==> config.mk <==
export PLATFORM = sky130hd
export DESIGN_NAME = lpt_top
export DESIGN_NICKNAME = d
export VERILOG_FILES = /design/src/shared/lpt_pkg.sv /design/src/rtl/lpt_fifo.sv /design/src/rtl/lpt_axil.sv /design/src/rtl/lpt_top.sv
export SDC_FILE = /design/constraint.sdc
export NUM_CORES = 1
export LEC_CHECK = 0
export ABC_CLOCK_PERIOD_IN_PS = 5950
export BUFFER_PORTS_ARGS = -buffer_cell sky130_fd_sc_hd__buf_2
export CAP_MARGIN = 20
export CORE_MARGIN = 3
export CORE_UTILIZATION = 38
export DETAILED_ROUTE_END_ITERATION = 8
export PLACE_DENSITY = 0.56
export SETUP_SLACK_MARGIN = 0.15
export SYNTH_ARGS = -nofsm -noshare
export SYNTH_HDL_FRONTEND = slang
export SYNTH_HIERARCHICAL = 1
export SYNTH_SLANG_ARGS = --single-unit
==> constraint.sdc <==
create_clock -name clock -period 5.95 [get_ports clock]
set_input_delay 1.19 -clock clock [delete_from_list [all_inputs] [get_ports clock]]
set_output_delay 1.19 -clock clock [all_outputs]
set_load 0.05 [all_outputs]
==> src/shared/lpt_pkg.sv <==
// line progress tracking: constants, register map and carrier types
// assumes a single clock domain and an axi4-lite master on the host side
package lpt_pkg;
   localparam int ADDR_W = 8;
   localparam int DATA_W = 32;
   localparam int CHAR_W = 8;
   localparam int FIFO_DEPTH = 4;
   localparam int COUNT_W = 16;
   localparam int MODE_W = 3;
   localparam int CHK_W = 16;

   // register byte addresses
   localparam logic [ADDR_W-1:0] OFF_PROGRESS = 8'h00;
   localparam logic [ADDR_W-1:0] OFF_TX_MODE = 8'h04;
   localparam logic [ADDR_W-1:0] OFF_BYTE_COUNT = 8'h08;
   localparam logic [ADDR_W-1:0] OFF_CHECK_TYPE = 8'h0c;

   // progress register fields, plus the byte count register marker bit
   localparam int BIT_FIRST_NEXT = 0;
   localparam int BIT_SECOND_NEXT = 1;
   localparam int BIT_RESYNC = 7;
   localparam int BIT_APPEND = 10;
   localparam int NMODE_LSB = 13;
   localparam int BIT_COUNT_MARK = 16;

   localparam logic [MODE_W-1:0] RST_MODE = 3'h0;
   localparam logic [COUNT_W-1:0] RST_COUNT = 16'h0000;
   localparam logic [COUNT_W-1:0] COUNT_ONE = 16'h0001;

   // block check type encodings
   localparam logic [1:0] CHK_LRC8 = 2'h0;
   localparam logic [1:0] CHK_CRC16 = 2'h1;
   localparam logic [1:0] CHK_CCITT = 2'h2;

   localparam logic [1:0] RESP_OKAY = 2'h0;
   localparam logic [1:0] RESP_SLVERR = 2'h2;

   typedef struct packed {
      logic marker;
      logic [CHAR_W-1:0] data;
   } lpt_rxchar_t;

   typedef struct packed {
      logic [ADDR_W-1:0] addr;
      logic [DATA_W-1:0] data;
      logic [3:0] strb;
   } lpt_wreq_t;

   typedef enum logic [1:0] {TX_DATA, TX_FIRST, TX_SECOND} lpt_txst_t;
endpackage

==> src/rtl/lpt_fifo.sv <==
// small flop-based fifo with valid/ready on both sides
// assumes both sides share the block clock
`timescale 1ns/1ps
module lpt_fifo #(
   parameter int WIDTH = 9,
   parameter int DEPTH = 4
) (
   input wire logic clock,
   input wire logic nrst,
   input wire logic in_valid,
   output logic in_ready,
   input wire logic [WIDTH-1:0] in_data,
   output logic out_valid,
   input wire logic out_ready,
   output logic [WIDTH-1:0] out_data
);
   localparam int PW = $clog2(DEPTH);
   logic [WIDTH-1:0] mem_q [DEPTH];
   logic [PW-1:0] wp_q, wp_d, rp_q, rp_d;
   logic [PW:0] cnt_q, cnt_d;
   logic push, pop;

   assign in_ready = (cnt_q != (PW+1)'(DEPTH));
   assign out_valid = (cnt_q != '0);
   assign out_data = mem_q[rp_q];
   assign push = in_valid && in_ready;
   assign pop = out_valid && out_ready;

   always_comb begin
      wp_d = push ? ((wp_q == PW'(DEPTH-1)) ? '0 : wp_q + 1'b1) : wp_q;
      rp_d = pop ? ((rp_q == PW'(DEPTH-1)) ? '0 : rp_q + 1'b1) : rp_q;
      cnt_d = cnt_q + (PW+1)'(push) - (PW+1)'(pop);
   end

   always_ff @(posedge clock or negedge nrst) begin
      if (!nrst) begin
         wp_q <= '0;
         rp_q <= '0;
         cnt_q <= '0;
      end else begin
         wp_q <= wp_d;
         rp_q <= rp_d;
         cnt_q <= cnt_d;
      end
   end

   always_ff @(posedge clock) begin
      if (push) begin
         mem_q[wp_q] <= in_data;
      end
   end
endmodule

==> src/rtl/lpt_axil.sv <==
// axi4-lite slave front end: one write and one read in flight
// assumes the parent decodes addresses combinationally
`timescale 1ns/1ps
module lpt_axil
   import lpt_pkg::*;
(
   input wire logic clock,
   input wire logic nrst,
   input wire logic [lpt_pkg::ADDR_W-1:0] awaddr,
   input wire logic awvalid,
   output logic awready,
   input wire logic [lpt_pkg::DATA_W-1:0] wdata,
   input wire logic [3:0] wstrb,
   input wire logic wvalid,
   output logic wready,
   output logic [1:0] bresp,
   output logic bvalid,
   input wire logic bready,
   input wire logic [lpt_pkg::ADDR_W-1:0] araddr,
   input wire logic arvalid,
   output logic arready,
   output logic [lpt_pkg::DATA_W-1:0] rdata,
   output logic [1:0] rresp,
   output logic rvalid,
   input wire logic rready,
   output logic wr_en,
   output lpt_pkg::lpt_wreq_t wr_req,
   input wire logic wr_ok,
   input wire logic [lpt_pkg::DATA_W-1:0] rd_data,
   input wire logic rd_ok
);
   logic aw_have_q, aw_have_d, w_have_q, w_have_d;
   logic [ADDR_W-1:0] aw_q, aw_d;
   logic [DATA_W-1:0] w_q, w_d;
   logic [3:0] s_q, s_d;
   logic bvalid_d, rvalid_d;
   logic [1:0] bresp_d, rresp_d;
   logic [DATA_W-1:0] rdata_d;

   assign awready = !aw_have_q && !bvalid;
   assign wready = !w_have_q && !bvalid;
   assign arready = !rvalid;
   assign wr_en = aw_have_q && w_have_q;
   assign wr_req = '{addr: aw_q, data: w_q, strb: s_q};

   always_comb begin
      aw_have_d = aw_have_q;
      aw_d = aw_q;
      w_have_d = w_have_q;
      w_d = w_q;
      s_d = s_q;
      bvalid_d = bvalid;
      bresp_d = bresp;
      rvalid_d = rvalid;
      rresp_d = rresp;
      rdata_d = rdata;
      if (awvalid && awready) begin
         aw_have_d = 1'b1;
         aw_d = awaddr;
      end
      if (wvalid && wready) begin
         w_have_d = 1'b1;
         w_d = wdata;
         s_d = wstrb;
      end
      if (wr_en) begin
         aw_have_d = 1'b0;
         w_have_d = 1'b0;
         bvalid_d = 1'b1;
         bresp_d = wr_ok ? RESP_OKAY : RESP_SLVERR;
      end else if (bvalid && bready) begin
         bvalid_d = 1'b0;
      end
      if (arvalid && arready) begin
         rvalid_d = 1'b1;
         rdata_d = rd_ok ? rd_data : '0;
         rresp_d = rd_ok ? RESP_OKAY : RESP_SLVERR;
      end else if (rvalid && rready) begin
         rvalid_d = 1'b0;
      end
   end

   always_ff @(posedge clock or negedge nrst) begin
      if (!nrst) begin
         aw_have_q <= 1'b0;
         w_have_q <= 1'b0;
         aw_q <= '0;
         w_q <= '0;
         s_q <= '0;
         bvalid <= 1'b0;
         bresp <= RESP_OKAY;
         rvalid <= 1'b0;
         rresp <= RESP_OKAY;
         rdata <= '0;
      end else begin
         aw_have_q <= aw_have_d;
         w_have_q <= w_have_d;
         aw_q <= aw_d;
         w_q <= w_d;
         s_q <= s_d;
         bvalid <= bvalid_d;
         bresp <= bresp_d;
         rvalid <= rvalid_d;
         rresp <= rresp_d;
         rdata <= rdata_d;
      end
   end
endmodule

==> src/rtl/lpt_top.sv <==
// per-line progress tracking: resync hold on receive, check append and mode swap on transmit
// assumes receive/transmit streams and check accumulator come from logic on the same clock
`timescale 1ns/1ps
module lpt_top
   import lpt_pkg::*;
(
   input wire logic clock,
   input wire logic nrst,
   input wire logic [lpt_pkg::ADDR_W-1:0] awaddr,
   input wire logic awvalid,
   output logic awready,
   input wire logic [lpt_pkg::DATA_W-1:0] wdata,
   input wire logic [3:0] wstrb,
   input wire logic wvalid,
   output logic wready,
   output logic [1:0] bresp,
   output logic bvalid,
   input wire logic bready,
   input wire logic [lpt_pkg::ADDR_W-1:0] araddr,
   input wire logic arvalid,
   output logic arready,
   output logic [lpt_pkg::DATA_W-1:0] rdata,
   output logic [1:0] rresp,
   output logic rvalid,
   input wire logic rready,
   input wire logic resync_start,
   input wire logic rx_valid,
   output logic rx_ready,
   input wire lpt_pkg::lpt_rxchar_t rx_char,
   output logic host_valid,
   input wire logic host_ready,
   output logic [lpt_pkg::CHAR_W-1:0] host_data,
   input wire logic src_valid,
   output logic src_ready,
   input wire logic [lpt_pkg::CHAR_W-1:0] src_data,
   input wire logic [lpt_pkg::CHK_W-1:0] check_value,
   output logic line_valid,
   input wire logic line_ready,
   output logic [lpt_pkg::CHAR_W-1:0] line_data,
   output logic [lpt_pkg::MODE_W-1:0] tx_mode
);
   import lpt_pkg::*;

   logic wr_en, wr_ok, rd_ok;
   lpt_wreq_t wr_req;
   logic [DATA_W-1:0] rd_data;
   logic aw_ready_i, w_ready_i, ar_ready_i;

   // host-visible state
   logic append_q, append_d;
   logic [MODE_W-1:0] nmode_q, nmode_d;
   logic [MODE_W-1:0] mode_q, mode_d;
   logic [COUNT_W-1:0] count_q, count_d;
   logic mark_q, mark_d;
   logic [1:0] ctype_q, ctype_d;

   // receive side
   logic resync_q, resync_d, seen_q, seen_d;
   logic hv_q, hv_d;
   logic [CHAR_W-1:0] hd_q, hd_d;
   logic f_valid, f_pop;
   lpt_rxchar_t f_char;
   logic hold, slot_free;

   // transmit side
   lpt_txst_t st_q, st_d;
   logic first_next_q, first_next_d, second_next_q, second_next_d;
   logic lv_q, lv_d;
   logic [CHAR_W-1:0] ld_q, ld_d;
   logic line_free, take, hits_zero;

   assign awready = aw_ready_i;
   assign wready = w_ready_i;
   assign arready = ar_ready_i;

   lpt_axil lpt_axil_i (
      .clock(clock),
      .nrst(nrst),
      .awaddr(awaddr),
      .awvalid(awvalid),
      .awready(aw_ready_i),
      .wdata(wdata),
      .wstrb(wstrb),
      .wvalid(wvalid),
      .wready(w_ready_i),
      .bresp(bresp),
      .bvalid(bvalid),
      .bready(bready),
      .araddr(araddr),
      .arvalid(arvalid),
      .arready(ar_ready_i),
      .rdata(rdata),
      .rresp(rresp),
      .rvalid(rvalid),
      .rready(rready),
      .wr_en(wr_en),
      .wr_req(wr_req),
      .wr_ok(wr_ok),
      .rd_data(rd_data),
      .rd_ok(rd_ok)
   );

   lpt_fifo #(.WIDTH($bits(lpt_rxchar_t)), .DEPTH(FIFO_DEPTH)) lpt_fifo_i (
      .clock(clock),
      .nrst(nrst),
      .in_valid(rx_valid),
      .in_ready(rx_ready),
      .in_data(rx_char),
      .out_valid(f_valid),
      .out_ready(f_pop),
      .out_data(f_char)
   );

   // register decode
   always_comb begin
      rd_data = '0;
      rd_ok = 1'b1;
      case (araddr)
         OFF_PROGRESS: begin
            rd_data[BIT_FIRST_NEXT] = first_next_q;
            rd_data[BIT_SECOND_NEXT] = second_next_q;
            rd_data[BIT_RESYNC] = resync_q;
            rd_data[BIT_APPEND] = append_q;
            rd_data[NMODE_LSB +: MODE_W] = nmode_q;
         end
         OFF_TX_MODE: rd_data[MODE_W-1:0] = mode_q;
         OFF_BYTE_COUNT: begin
            rd_data[COUNT_W-1:0] = count_q;
            rd_data[BIT_COUNT_MARK] = mark_q;
         end
         OFF_CHECK_TYPE: rd_data[1:0] = ctype_q;
         default: rd_ok = 1'b0;
      endcase
      case (wr_req.addr)
         OFF_PROGRESS, OFF_TX_MODE, OFF_BYTE_COUNT, OFF_CHECK_TYPE: wr_ok = 1'b1;
         default: wr_ok = 1'b0;
      endcase
   end

   // receive path: hold and drop stale characters until the marker leaves the fifo
   assign hold = resync_q && !seen_q;
   assign slot_free = !hv_q || host_ready;
   assign f_pop = f_valid && (hold || slot_free);

   always_comb begin
      resync_d = resync_q;
      seen_d = seen_q;
      hv_d = slot_free ? 1'b0 : hv_q;
      hd_d = hd_q;
      if (f_pop) begin
         if (hold) begin
            if (f_char.marker) begin
               seen_d = 1'b1;
            end
         end else begin
            hv_d = 1'b1;
            hd_d = f_char.data;
         end
      end
      if (resync_q && seen_q && !f_valid) begin
         resync_d = 1'b0;
      end
      if (resync_start) begin
         resync_d = 1'b1;
         seen_d = 1'b0;
      end
   end

   // transmit path
   assign line_free = !lv_q || line_ready;
   assign src_ready = (st_q == TX_DATA) && line_free;
   assign take = src_valid && src_ready;
   assign hits_zero = take && mark_q && (count_q == COUNT_ONE);

   always_comb begin
      st_d = st_q;
      first_next_d = first_next_q;
      second_next_d = second_next_q;
      lv_d = line_free ? 1'b0 : lv_q;
      ld_d = ld_q;
      mode_d = mode_q;
      count_d = count_q;
      mark_d = mark_q;
      append_d = append_q;
      nmode_d = nmode_q;
      ctype_d = ctype_q;
      case (st_q)
         TX_DATA: begin
            if (take) begin
               lv_d = 1'b1;
               ld_d = src_data;
               if (count_q != RST_COUNT) begin
                  count_d = count_q - COUNT_ONE;
               end
               if (hits_zero) begin
                  mark_d = 1'b0;
                  mode_d = nmode_q;
                  if (append_q) begin
                     first_next_d = 1'b1;
                     st_d = TX_FIRST;
                  end
               end
            end
         end
         TX_FIRST: begin
            if (line_free) begin
               lv_d = 1'b1;
               ld_d = check_value[CHAR_W-1:0];
               first_next_d = 1'b0;
               if (ctype_q == CHK_CRC16 || ctype_q == CHK_CCITT) begin
                  second_next_d = 1'b1;
                  st_d = TX_SECOND;
               end else begin
                  st_d = TX_DATA;
               end
            end
         end
         TX_SECOND: begin
            if (line_free) begin
               lv_d = 1'b1;
               ld_d = check_value[CHK_W-1:CHAR_W];
               second_next_d = 1'b0;
               st_d = TX_DATA;
            end
         end
         default: st_d = TX_DATA;
      endcase
      if (wr_en && wr_ok) begin
         case (wr_req.addr)
            OFF_PROGRESS: begin
               // only the host-owned fields take a write; the rest are sequencer state
               if (wr_req.strb[1]) begin
                  append_d = wr_req.data[BIT_APPEND];
                  nmode_d = wr_req.data[NMODE_LSB +: MODE_W];
               end
            end
            OFF_TX_MODE: begin
               if (wr_req.strb[0] && !hits_zero) begin
                  mode_d = wr_req.data[MODE_W-1:0];
               end
            end
            OFF_BYTE_COUNT: begin
               if (wr_req.strb[0]) begin
                  count_d[CHAR_W-1:0] = wr_req.data[CHAR_W-1:0];
               end
               if (wr_req.strb[1]) begin
                  count_d[COUNT_W-1:CHAR_W] = wr_req.data[COUNT_W-1:CHAR_W];
               end
               if (wr_req.strb[2]) begin
                  mark_d = wr_req.data[BIT_COUNT_MARK];
               end
            end
            OFF_CHECK_TYPE: begin
               if (wr_req.strb[0]) begin
                  ctype_d = wr_req.data[1:0];
               end
            end
            default: ctype_d = ctype_q;
         endcase
      end
   end

   always_ff @(posedge clock or negedge nrst) begin
      if (!nrst) begin
         resync_q <= 1'b0;
         seen_q <= 1'b0;
         hv_q <= 1'b0;
         hd_q <= '0;
         st_q <= TX_DATA;
         first_next_q <= 1'b0;
         second_next_q <= 1'b0;
         lv_q <= 1'b0;
         ld_q <= '0;
         mode_q <= RST_MODE;
         count_q <= RST_COUNT;
         mark_q <= 1'b0;
         append_q <= 1'b0;
         nmode_q <= RST_MODE;
         ctype_q <= CHK_LRC8;
      end else begin
         resync_q <= resync_d;
         seen_q <= seen_d;
         hv_q <= hv_d;
         hd_q <= hd_d;
         st_q <= st_d;
         first_next_q <= first_next_d;
         second_next_q <= second_next_d;
         lv_q <= lv_d;
         ld_q <= ld_d;
         mode_q <= mode_d;
         count_q <= count_d;
         mark_q <= mark_d;
         append_q <= append_d;
         nmode_q <= nmode_d;
         ctype_q <= ctype_d;
      end
   end

   assign host_valid = hv_q;
   assign host_data = hd_q;
   assign line_valid = lv_q;
   assign line_data = ld_q;
   assign tx_mode = mode_q;
endmodule

==> flow_summary.toml, run 1 <==
[worst_hold_path]
worstHoldEndpoint = "line_data[4]"
hp-class = "reg -> reg"
hold_depth = 2
hp-start = "line_data[4]"

[logic_synthesis]
syn_avg_cell_area_um2 = 12.0
synth_area_um2 = 7550
synth_cells = 627
yosys_warnings = 6

[detailed_routing]
drt_iter0_drc = 169
vias = 5042
wire_per_inst_um = 15.4
postRouteWirelength_um = 16200
ant_nets = 0
drc = 0
viasPerCell = 4.81
drt-pass1-iter-count = 4

[pwr]
power_frac_clock_pct = 28.0
irDropWorstVdd_uv = 314
leakage_nw = 4.13
combPwrFrac_pct = 28.8
internal_power_w = 0.00248
cellPowerDensity_nw_per_um2 = 420
p_seq_share_pct = 43.2
p_sw_share_pct = 35.2
power_w = 0.00382
power.net_switching_w = 0.00135

[placed_design]
numPortBuffers = 142
dpl_worst_slack_ns = 2.58
dp.final_hpwl_um = 11800
place_congestion = 0.873

[setup_path]
critPathKind = "in -> out"
cp_data_required_time_ns = 4.76
cp.arrival_ns = 2.18
end_kind = "output port"
reg2reg_to = "lpt_fifo_i/cnt_q[2]"
regToRegStartpoint = "lpt_fifo_i/cnt_q[1]"
cp-start-kind = "input port"
path_max_fanout = 17
reg2reg_depth = 12
r2r_setup_slack_ns = 3.40

[timing]
finalClockSkew_ns = 0.00723
worst_pin_slew_ns = 0.952
hold_viol = 0
slew_violations = 0
fin_crit_sh_pct = 56.6
fin_ws_ns = 2.58
final.min_clock_period_ns = 3.37
final-setup-viol-count = 0
max_freq_mhz = 297
rsz0062_at_grt = "false"
relSlewSlack_pct = 36.5
setup_tns_ns = 0

[global_route]
antenna_found_initial = 2
grt_max_degree = 87
grt_pass1_vias = 5107
grt_usage_pct = 15.2
grt_overflow = 0
grt_pass1_wl_um = 26300

[final_layout]
final_common_cell = "buf_2"
finalNetCount = 887
antenna_cells = 0
drive_above_1_share_pct = 32.9
area_delta_synth_final_pct = 20.7
layout_common_cells = "141 x buf_2, 123 x dfrtp_1, 67 x nand2_1, 60 x inv_1, 44 x mux2i_1"

[clock_network]
ctsRootBufferMaster = "clkbuf_16"
cts_setup_buffers = 0
clock_latency_ns = 0.42
clk_pin_slew_ns = 0.07
ctsHoldBuffers = 0
cts_resized = 0
clock_path_buffers = 2
clock_sinks = 159
cts_max_level = 4
tritoncts = "built"
cts_buffers = 17

[floorplanning]
core_um2 = 19100
die_area_um2 = 21600
die_w_um = 147
num_rows = 50
io_pins = 161
initial_core_util_pct = 39.6
fp.dieH_um = 147

[flow_run]
cap_violations = 0

[status]
status = "finished, final reports clean"
[layout make-up]
type | instances | area [um^2]
Inverter | 60 | 225
Tap cell | 260 | 325
Clock buffer | 17 | 425
Sequential cell | 159 | 4160
Multi-Input combinational cell | 391 | 3040
Clock inverter | 15 | 164
Fill cell | 1727 | 9970
Timing Repair Buffer | 146 | 776
[worst max-delay path, stage by stage]
cell	delay, ns
buf_2	0.09
nand2b_1	0.39
and2_1	0.29
buf_2	0.21
[metal layers]
layer	up-vias	share of wire, %	GRT usage (%)
li1	2464	-	-
met1	2410	48	21.4
met2	141	44	23.1
met3	23	6.3	4.35
met4	4	1.5	4.43
met5	-	0.15	0
[power groups by stage]
stage	Sequential [W]	Combinational, W	Clock, W
floorplan	0.00174	0.000772	0
global placement	0.00166	0.00108	0
detailed placement	0.00168	0.00111	0
CTS	0.00166	0.00111	0.00111
global route	0.00170	0.00121	0.00116
finish	0.00165	0.00110	0.00107
[worst max path at each step]
stage,from,to,slack [ns]
2_1_floorplan,line_ready,src_ready,2.55
3_3_place_gp,line_ready,src_ready,2.59
3_5_place_dp,line_ready,src_ready,2.58
4_1_cts,line_ready,src_ready,2.58
5_1_grt,line_ready,src_ready,2.52
6_report,line_ready,src_ready,2.58
[stage by stage]
stage | utilization (%) | std cells | hold slack (ns) | cell area, um^2
2_1_floorplan | - | 642 | 0.453 | 7610
5_1_grt | 47.8 | 1048 | 0.523 | 9110
6_report | 47.8 | 1048 | 0.486 | 9110
4_1_cts | 47.5 | 1046 | 0.488 | 9070
3_5_place_dp | 44.4 | 1014 | 0.472 | 8480
3_3_place_gp | 44.4 | 1014 | 0.459 | 8480
[flip-flops by register name, indices dropped and copies added, names as in the netlist, 2 cells and up]
| signal | flops |
|---|---|
| host_data | 8 |
| lpt_axil_i/s_q | 3 |
| nmode_q | 3 |
| tx_mode | 3 |
| lpt_axil_i/w_q | 17 |
| lpt_fifo_i/cnt_q | 3 |
| line_data | 8 |
| lpt_fifo_i/wp_q | 2 |
| lpt_fifo_i/rp_q | 2 |
| ctype_q | 2 |
| lpt_fifo_i/mem_q | 36 |
| count_q | 16 |
| lpt_axil_i/aw_q | 8 |
| lpt_axil_i/rdata | 32 |
| st_q | 2 |
Power figures use the tool's default switching activity.
==> run 2: changes to the inputs <==
- ABC_CLOCK_PERIOD_IN_PS: 5950 -> 3240
- clock period: 5.95 -> 3.24 ns (I/O delays scaled with it)
==> run 2 against run 1 <==
- first-iteration DRC count increased by 24%
- largest power group unchanged
- critical path depth increased by 8
- hold slack got worse by 0.18 ns
- largest cell class unchanged
==> flow_summary.toml, run 2 (same netlist as run 1, synthesis figures left out) <==
[status]
status = "finished, final reports clean"

[detailed_routing]
drt-pass1-iter-count = 4
vias = 5050
viasPerCell = 4.80
ant_nets = 0
postRouteWirelength_um = 16300
wire_per_inst_um = 15.5
drt_iter0_drc = 210
drc = 0

[setup_path]
reg2reg_to = "lpt_fifo_i/cnt_q[2]"
reg2reg_depth = 12
max_stage_delay_ns = 0.50
r2r_setup_slack_ns = 0.70
critPathKind = "reg -> reg"
regToRegStartpoint = "lpt_fifo_i/cnt_q[1]"
cp_data_required_time_ns = 3.58
cp-start-kind = "flop"
crit_path_cell_trace = "or3_2 -> inv_1 -> a31oi_1 -> nand2_1 -> inv_1 -> ha_1 -> inv_1 -> ha_1 -> inv_1 -> fa_1 -> xnor2_1 -> xnor2_1"
cp_common_cell = "inv_1"
cp.arrival_ns = 2.87
critPathTopFamily = "adder cells"
path_max_fanout = 4
crit_buf_inv = 4
slowest_stage = "or3_2"
end_kind = "flop"

[clock_network]
clock_latency_ns = 0.42
clock_path_buffers = 2
cts_buffers = 17
ctsRootBufferMaster = "clkbuf_16"
cts_resized = 0
cts_max_level = 4
clk_pin_slew_ns = 0.07
clock_sinks = 159
tritoncts = "built"
cts_setup_buffers = 0
ctsHoldBuffers = 0

[final_layout]
fin_cells = 1051
final_common_cell = "buf_2"
regArea_um2 = 4160
reg_top3 = "lpt_fifo_i/mem_q (36), lpt_axil_i/rdata (32), lpt_axil_i/w_q (17)"
finalNetCount = 890
area_delta_synth_final_pct = 21.1
nFillCells = 1767
layout_common_cells = "141 x buf_2, 123 x dfrtp_1, 67 x nand2_1, 60 x inv_1, 44 x mux2i_1"
antenna_cells = 0
top_register = "lpt_fifo_i/mem_q"
largest_reg_flops = 36
multiInputGateArea_um2 = 3040
drive_above_1_share_pct = 33.2
final_cell_area_um2 = 9140

[timing]
setup_tns_ns = 0
worst_pin_slew_ns = 0.752
max_freq_mhz = 394
relSlewSlack_pct = 49.8
hold_viol = 0
final.min_clock_period_ns = 2.54
fin_crit_sh_pct = 78.3
slew_violations = 0
rsz0062_at_grt = "false"
final-setup-viol-count = 0
finalClockSkew_ns = 0.0122

[floorplanning]
die_area_um2 = 21600
num_rows = 50
io_pins = 161
die_w_um = 147
core_um2 = 19100
fp.dieH_um = 147
initial_core_util_pct = 39.6

[placed_design]
place_congestion = 0.857
dpl_cell_area_um2 = 8540
dp.final_hpwl_um = 11800
numPortBuffers = 142
dp_cells = 1019

[pwr]
irDropWorstVdd_uv = 521
power_w = 0.00708
leakage_nw = 4.15
cellPowerDensity_nw_per_um2 = 774

[global_route]
grt_max_degree = 124
antenna_found_initial = 2
grt_usage_pct = 15.2
grt_pass1_wl_um = 26300
grt_overflow = 0
grt_pass1_vias = 5158

[worst_hold_path]
hp-class = "in -> async"

[flow_run]
cap_violations = 0
[run 2: changes by cell type in the layout (fill, tap and decap cells not counted), sizes merged]
cell      before  now
inv           71   70
buf          146  149
clkinvlp       0    1
[run 2: worst max-delay path by stage]
stage	startpoint	end	slack (ns)	cells after the start
after floorplan	lpt_fifo_i/cnt_q[1]	lpt_fifo_i/cnt_q[2]	0.84	12
after global placement	araddr[1]	lpt_axil_i/rdata[5]	0.74	8
after detailed placement	araddr[1]	lpt_axil_i/rdata[5]	0.66	8
after CTS	lpt_fifo_i/cnt_q[1]	lpt_fifo_i/cnt_q[2]	0.70	12
after global routing	lpt_fifo_i/cnt_q[1]	lpt_fifo_i/cnt_q[2]	0.57	12
final	lpt_fifo_i/cnt_q[1]	lpt_fifo_i/cnt_q[2]	0.70	12
[run 2: stage by stage]
| step | hold WS [ns] | util, % | worst slack (ns) |
|---|---|---|---|
| 2_1_floorplan | 0.352 | - | 0.840 |
| 3_3_place_gp | 0.461 | 44.8 | 0.742 |
| 3_5_place_dp | 0.472 | 44.8 | 0.656 |
| 4_1_cts | 0.353 | 47.9 | 0.700 |
| 5_1_grt | 0.354 | 47.9 | 0.569 |
| 6_report | 0.307 | 47.9 | 0.702 |
[run 2: area by class of cell]
type / count / share of cell area [%]
clock inverters: 15 / 1.94
flip-flops and latches: 159 / 45.5
repair buffers: 149 / 8.65
inverters: 60 / 2.46
multi-input cells: 391 / 33.2
well taps: 260 / 3.56
clock buffers: 17 / 4.65
[run 2: worst register-to-register path, stage by stage (launching register included)]
cell,delay (ns)
dfrtp_1,0.44
or3_2,0.50
inv_1,0.09
a31oi_1,0.05
nand2_1,0.13
inv_1,0.06
ha_1,0.26
inv_1,0.06
ha_1,0.13
inv_1,0.05
fa_1,0.37
xnor2_1,0.17
xnor2_1,0.14
[run 2: layer usage]
layer  share of wire (%)  vias up  track usage [%]
met2                  45      161             23.6
met3                 6.4       19             4.04
met4                 1.3        4             4.94
li1                    -     2455                -
met5                0.13        -                0
met1                  47     2411             20.8
[run 2: power by group]
group          switching [W]  leakage [nW]  internal [W]  total, W
clock network       0.000955         0.293       0.00105   0.00201
logic                0.00107          2.01      0.000952   0.00203
registers           0.000483          1.84       0.00257   0.00305
total                0.00251          4.15       0.00457   0.00708
==> run 3: changes to the inputs <==
- ABC_CLOCK_PERIOD_IN_PS: 3240 -> 2500
- clock period: 3.24 -> 2.5 ns (I/O delays scaled with it)
==> run 3 against run 2 <==
- power increased by 31%
- hold slack got worse by 0.15 ns
- die area unchanged
- critical path depth unchanged
- clock skew decreased by 0.0026 ns
- critical endpoint unchanged
==> flow_summary.toml, run 3 (same netlist as run 1, synthesis figures left out) <==
[setup_path]
cp-start-kind = "flop"
crit_path_cell_trace = "or3_4 -> inv_2 -> a31oi_1 -> nand2_1 -> inv_1 -> ha_1 -> inv_1 -> ha_1 -> inv_1 -> fa_2 -> xnor2_1 -> xnor2_1"
max_stage_delay_ns = 0.41
r2r_setup_slack_ns = 0.22
end_kind = "flop"
cp_data_required_time_ns = 2.81
slowest_stage = "or3_4"
critPathTopFamily = "adder cells"
path_max_fanout = 3
cp_common_cell = "inv_1"
critPathKind = "reg -> reg"
crit_buf_inv = 4
cp.arrival_ns = 2.60

[timing]
relSlewSlack_pct = 54.1
max_freq_mhz = 438
fin_ws_ns = 0.218
hold_viol = 0
worst_pin_slew_ns = 0.688
rsz0062_at_grt = "true"
finalClockSkew_ns = 0.00957
final.min_clock_period_ns = 2.28
final-setup-viol-count = 0
slew_violations = 0
fin_crit_sh_pct = 91.3
setup_tns_ns = 0

[worst_hold_path]
hp-class = "in -> async"

[global_route]
grt_max_degree = 124
grt_overflow = 0
grt_pass1_vias = 5169
antenna_found_initial = 2
grt_pass1_wl_um = 27000
grt_usage_pct = 15.6

[clock_network]
clock_path_buffers = 2
ctsRootBufferMaster = "clkbuf_16"
tritoncts = "built"
cts_max_level = 4
clock_sinks = 159
cts_buffers = 17
clk_pin_slew_ns = 0.07
ctsHoldBuffers = 0
clock_latency_ns = 0.43

[floorplanning]
core_um2 = 19100
die_area_um2 = 21600
io_pins = 161
initial_core_util_pct = 39.6
num_rows = 50
fp.dieH_um = 147
die_w_um = 147

[final_layout]
finalNetCount = 901
top_register = "lpt_fifo_i/mem_q"
layout_common_cells = "141 x buf_2, 123 x dfrtp_1, 67 x nand2_1, 59 x inv_1, 44 x mux2i_1"
final_common_cell = "buf_2"
largest_reg_flops = 36
reg_top3 = "lpt_fifo_i/mem_q (36), lpt_axil_i/rdata (32), lpt_axil_i/w_q (17)"
antenna_cells = 0
area_delta_synth_final_pct = 22.2
drive_above_1_share_pct = 34.4
nFillCells = 1751

[placed_design]
numPortBuffers = 142
dpl_worst_slack_ns = 0.0471
place_congestion = 0.843
dp.final_hpwl_um = 12100

[detailed_routing]
postRouteWirelength_um = 16700
drc = 0
vias = 5110
drt-pass1-iter-count = 4
drt_iter0_drc = 168
viasPerCell = 4.81
ant_nets = 0
wire_per_inst_um = 15.7

[pwr]
cellPowerDensity_nw_per_um2 = 1000
leakage_nw = 4.20
irDropWorstVdd_uv = 771

[flow_run]
cap_violations = 0

[status]
status = "finished, final reports clean"
-- run 3: repair_timing --
action	CTS	global route
pin swaps	2	4
gates resized for setup	1	2
endpoints found under the setup margin	1	2
buffers inserted	3	1
-- run 3: through the flow --
stage	total power [W]	instances	instance area (um^2)	hold WS, ns	util (%)
global placement	0.00655	1026	8580	0.465	45.0
global route	0.00980	1062	9230	0.212	48.4
finish	0.00926	1062	9230	0.157	48.4
floorplan	0.00599	642	7610	0.204	-
CTS	0.00937	1061	9210	0.206	48.3
detailed placement	0.00670	1026	8580	0.471	45.0
-- run 3: cell type report --
| type | instances | area, um^2 | share of cell area [%] |
|---|---|---|---|
| Sequential cell | 159 | 4160 | 45.1 |
| Multi-Input combinational cell | 391 | 3050 | 33.1 |
| Timing Repair Buffer | 160 | 861 | 9.33 |
| Clock buffer | 17 | 425 | 4.61 |
| Tap cell | 260 | 325 | 3.52 |
| Inverter | 60 | 225 | 2.44 |
| Clock inverter | 15 | 183 | 1.98 |
-- run 3: power by group --
part | switching (W) | leakage (nW) | internal, W | total (W)
clock network | 0.00122 | 0.294 | 0.00136 | 0.00258
logic | 0.00144 | 2.06 | 0.00129 | 0.00273
registers | 0.000625 | 1.84 | 0.00333 | 0.00395
total | 0.00329 | 4.20 | 0.00597 | 0.00926
-- run 3: per-layer routing --
layer | share of wire (%) | global-route usage [%] | vias up
met5 | 0.096 | 0 | -
met4 | 1.1 | 4.85 | 4
met3 | 6.9 | 4.87 | 20
met2 | 46 | 24.8 | 155
met1 | 46 | 20.7 | 2456
li1 | - | - | 2475
-- run 3: worst paths after layout --
kind	cells past startpoint	to	start
setup reg to reg	12	lpt_fifo_i/cnt_q[2]	lpt_fifo_i/cnt_q[1]
min in group clock	2	seen_q	resync_start
hold / removal	2	lpt_axil_i/rdata[23]	nrst
setup / recovery	12	lpt_fifo_i/cnt_q[2]	lpt_fifo_i/cnt_q[1]
hold reg to reg	2	line_data[0]	line_data[0]
max in group asynchronous	2	st_q[1]	nrst
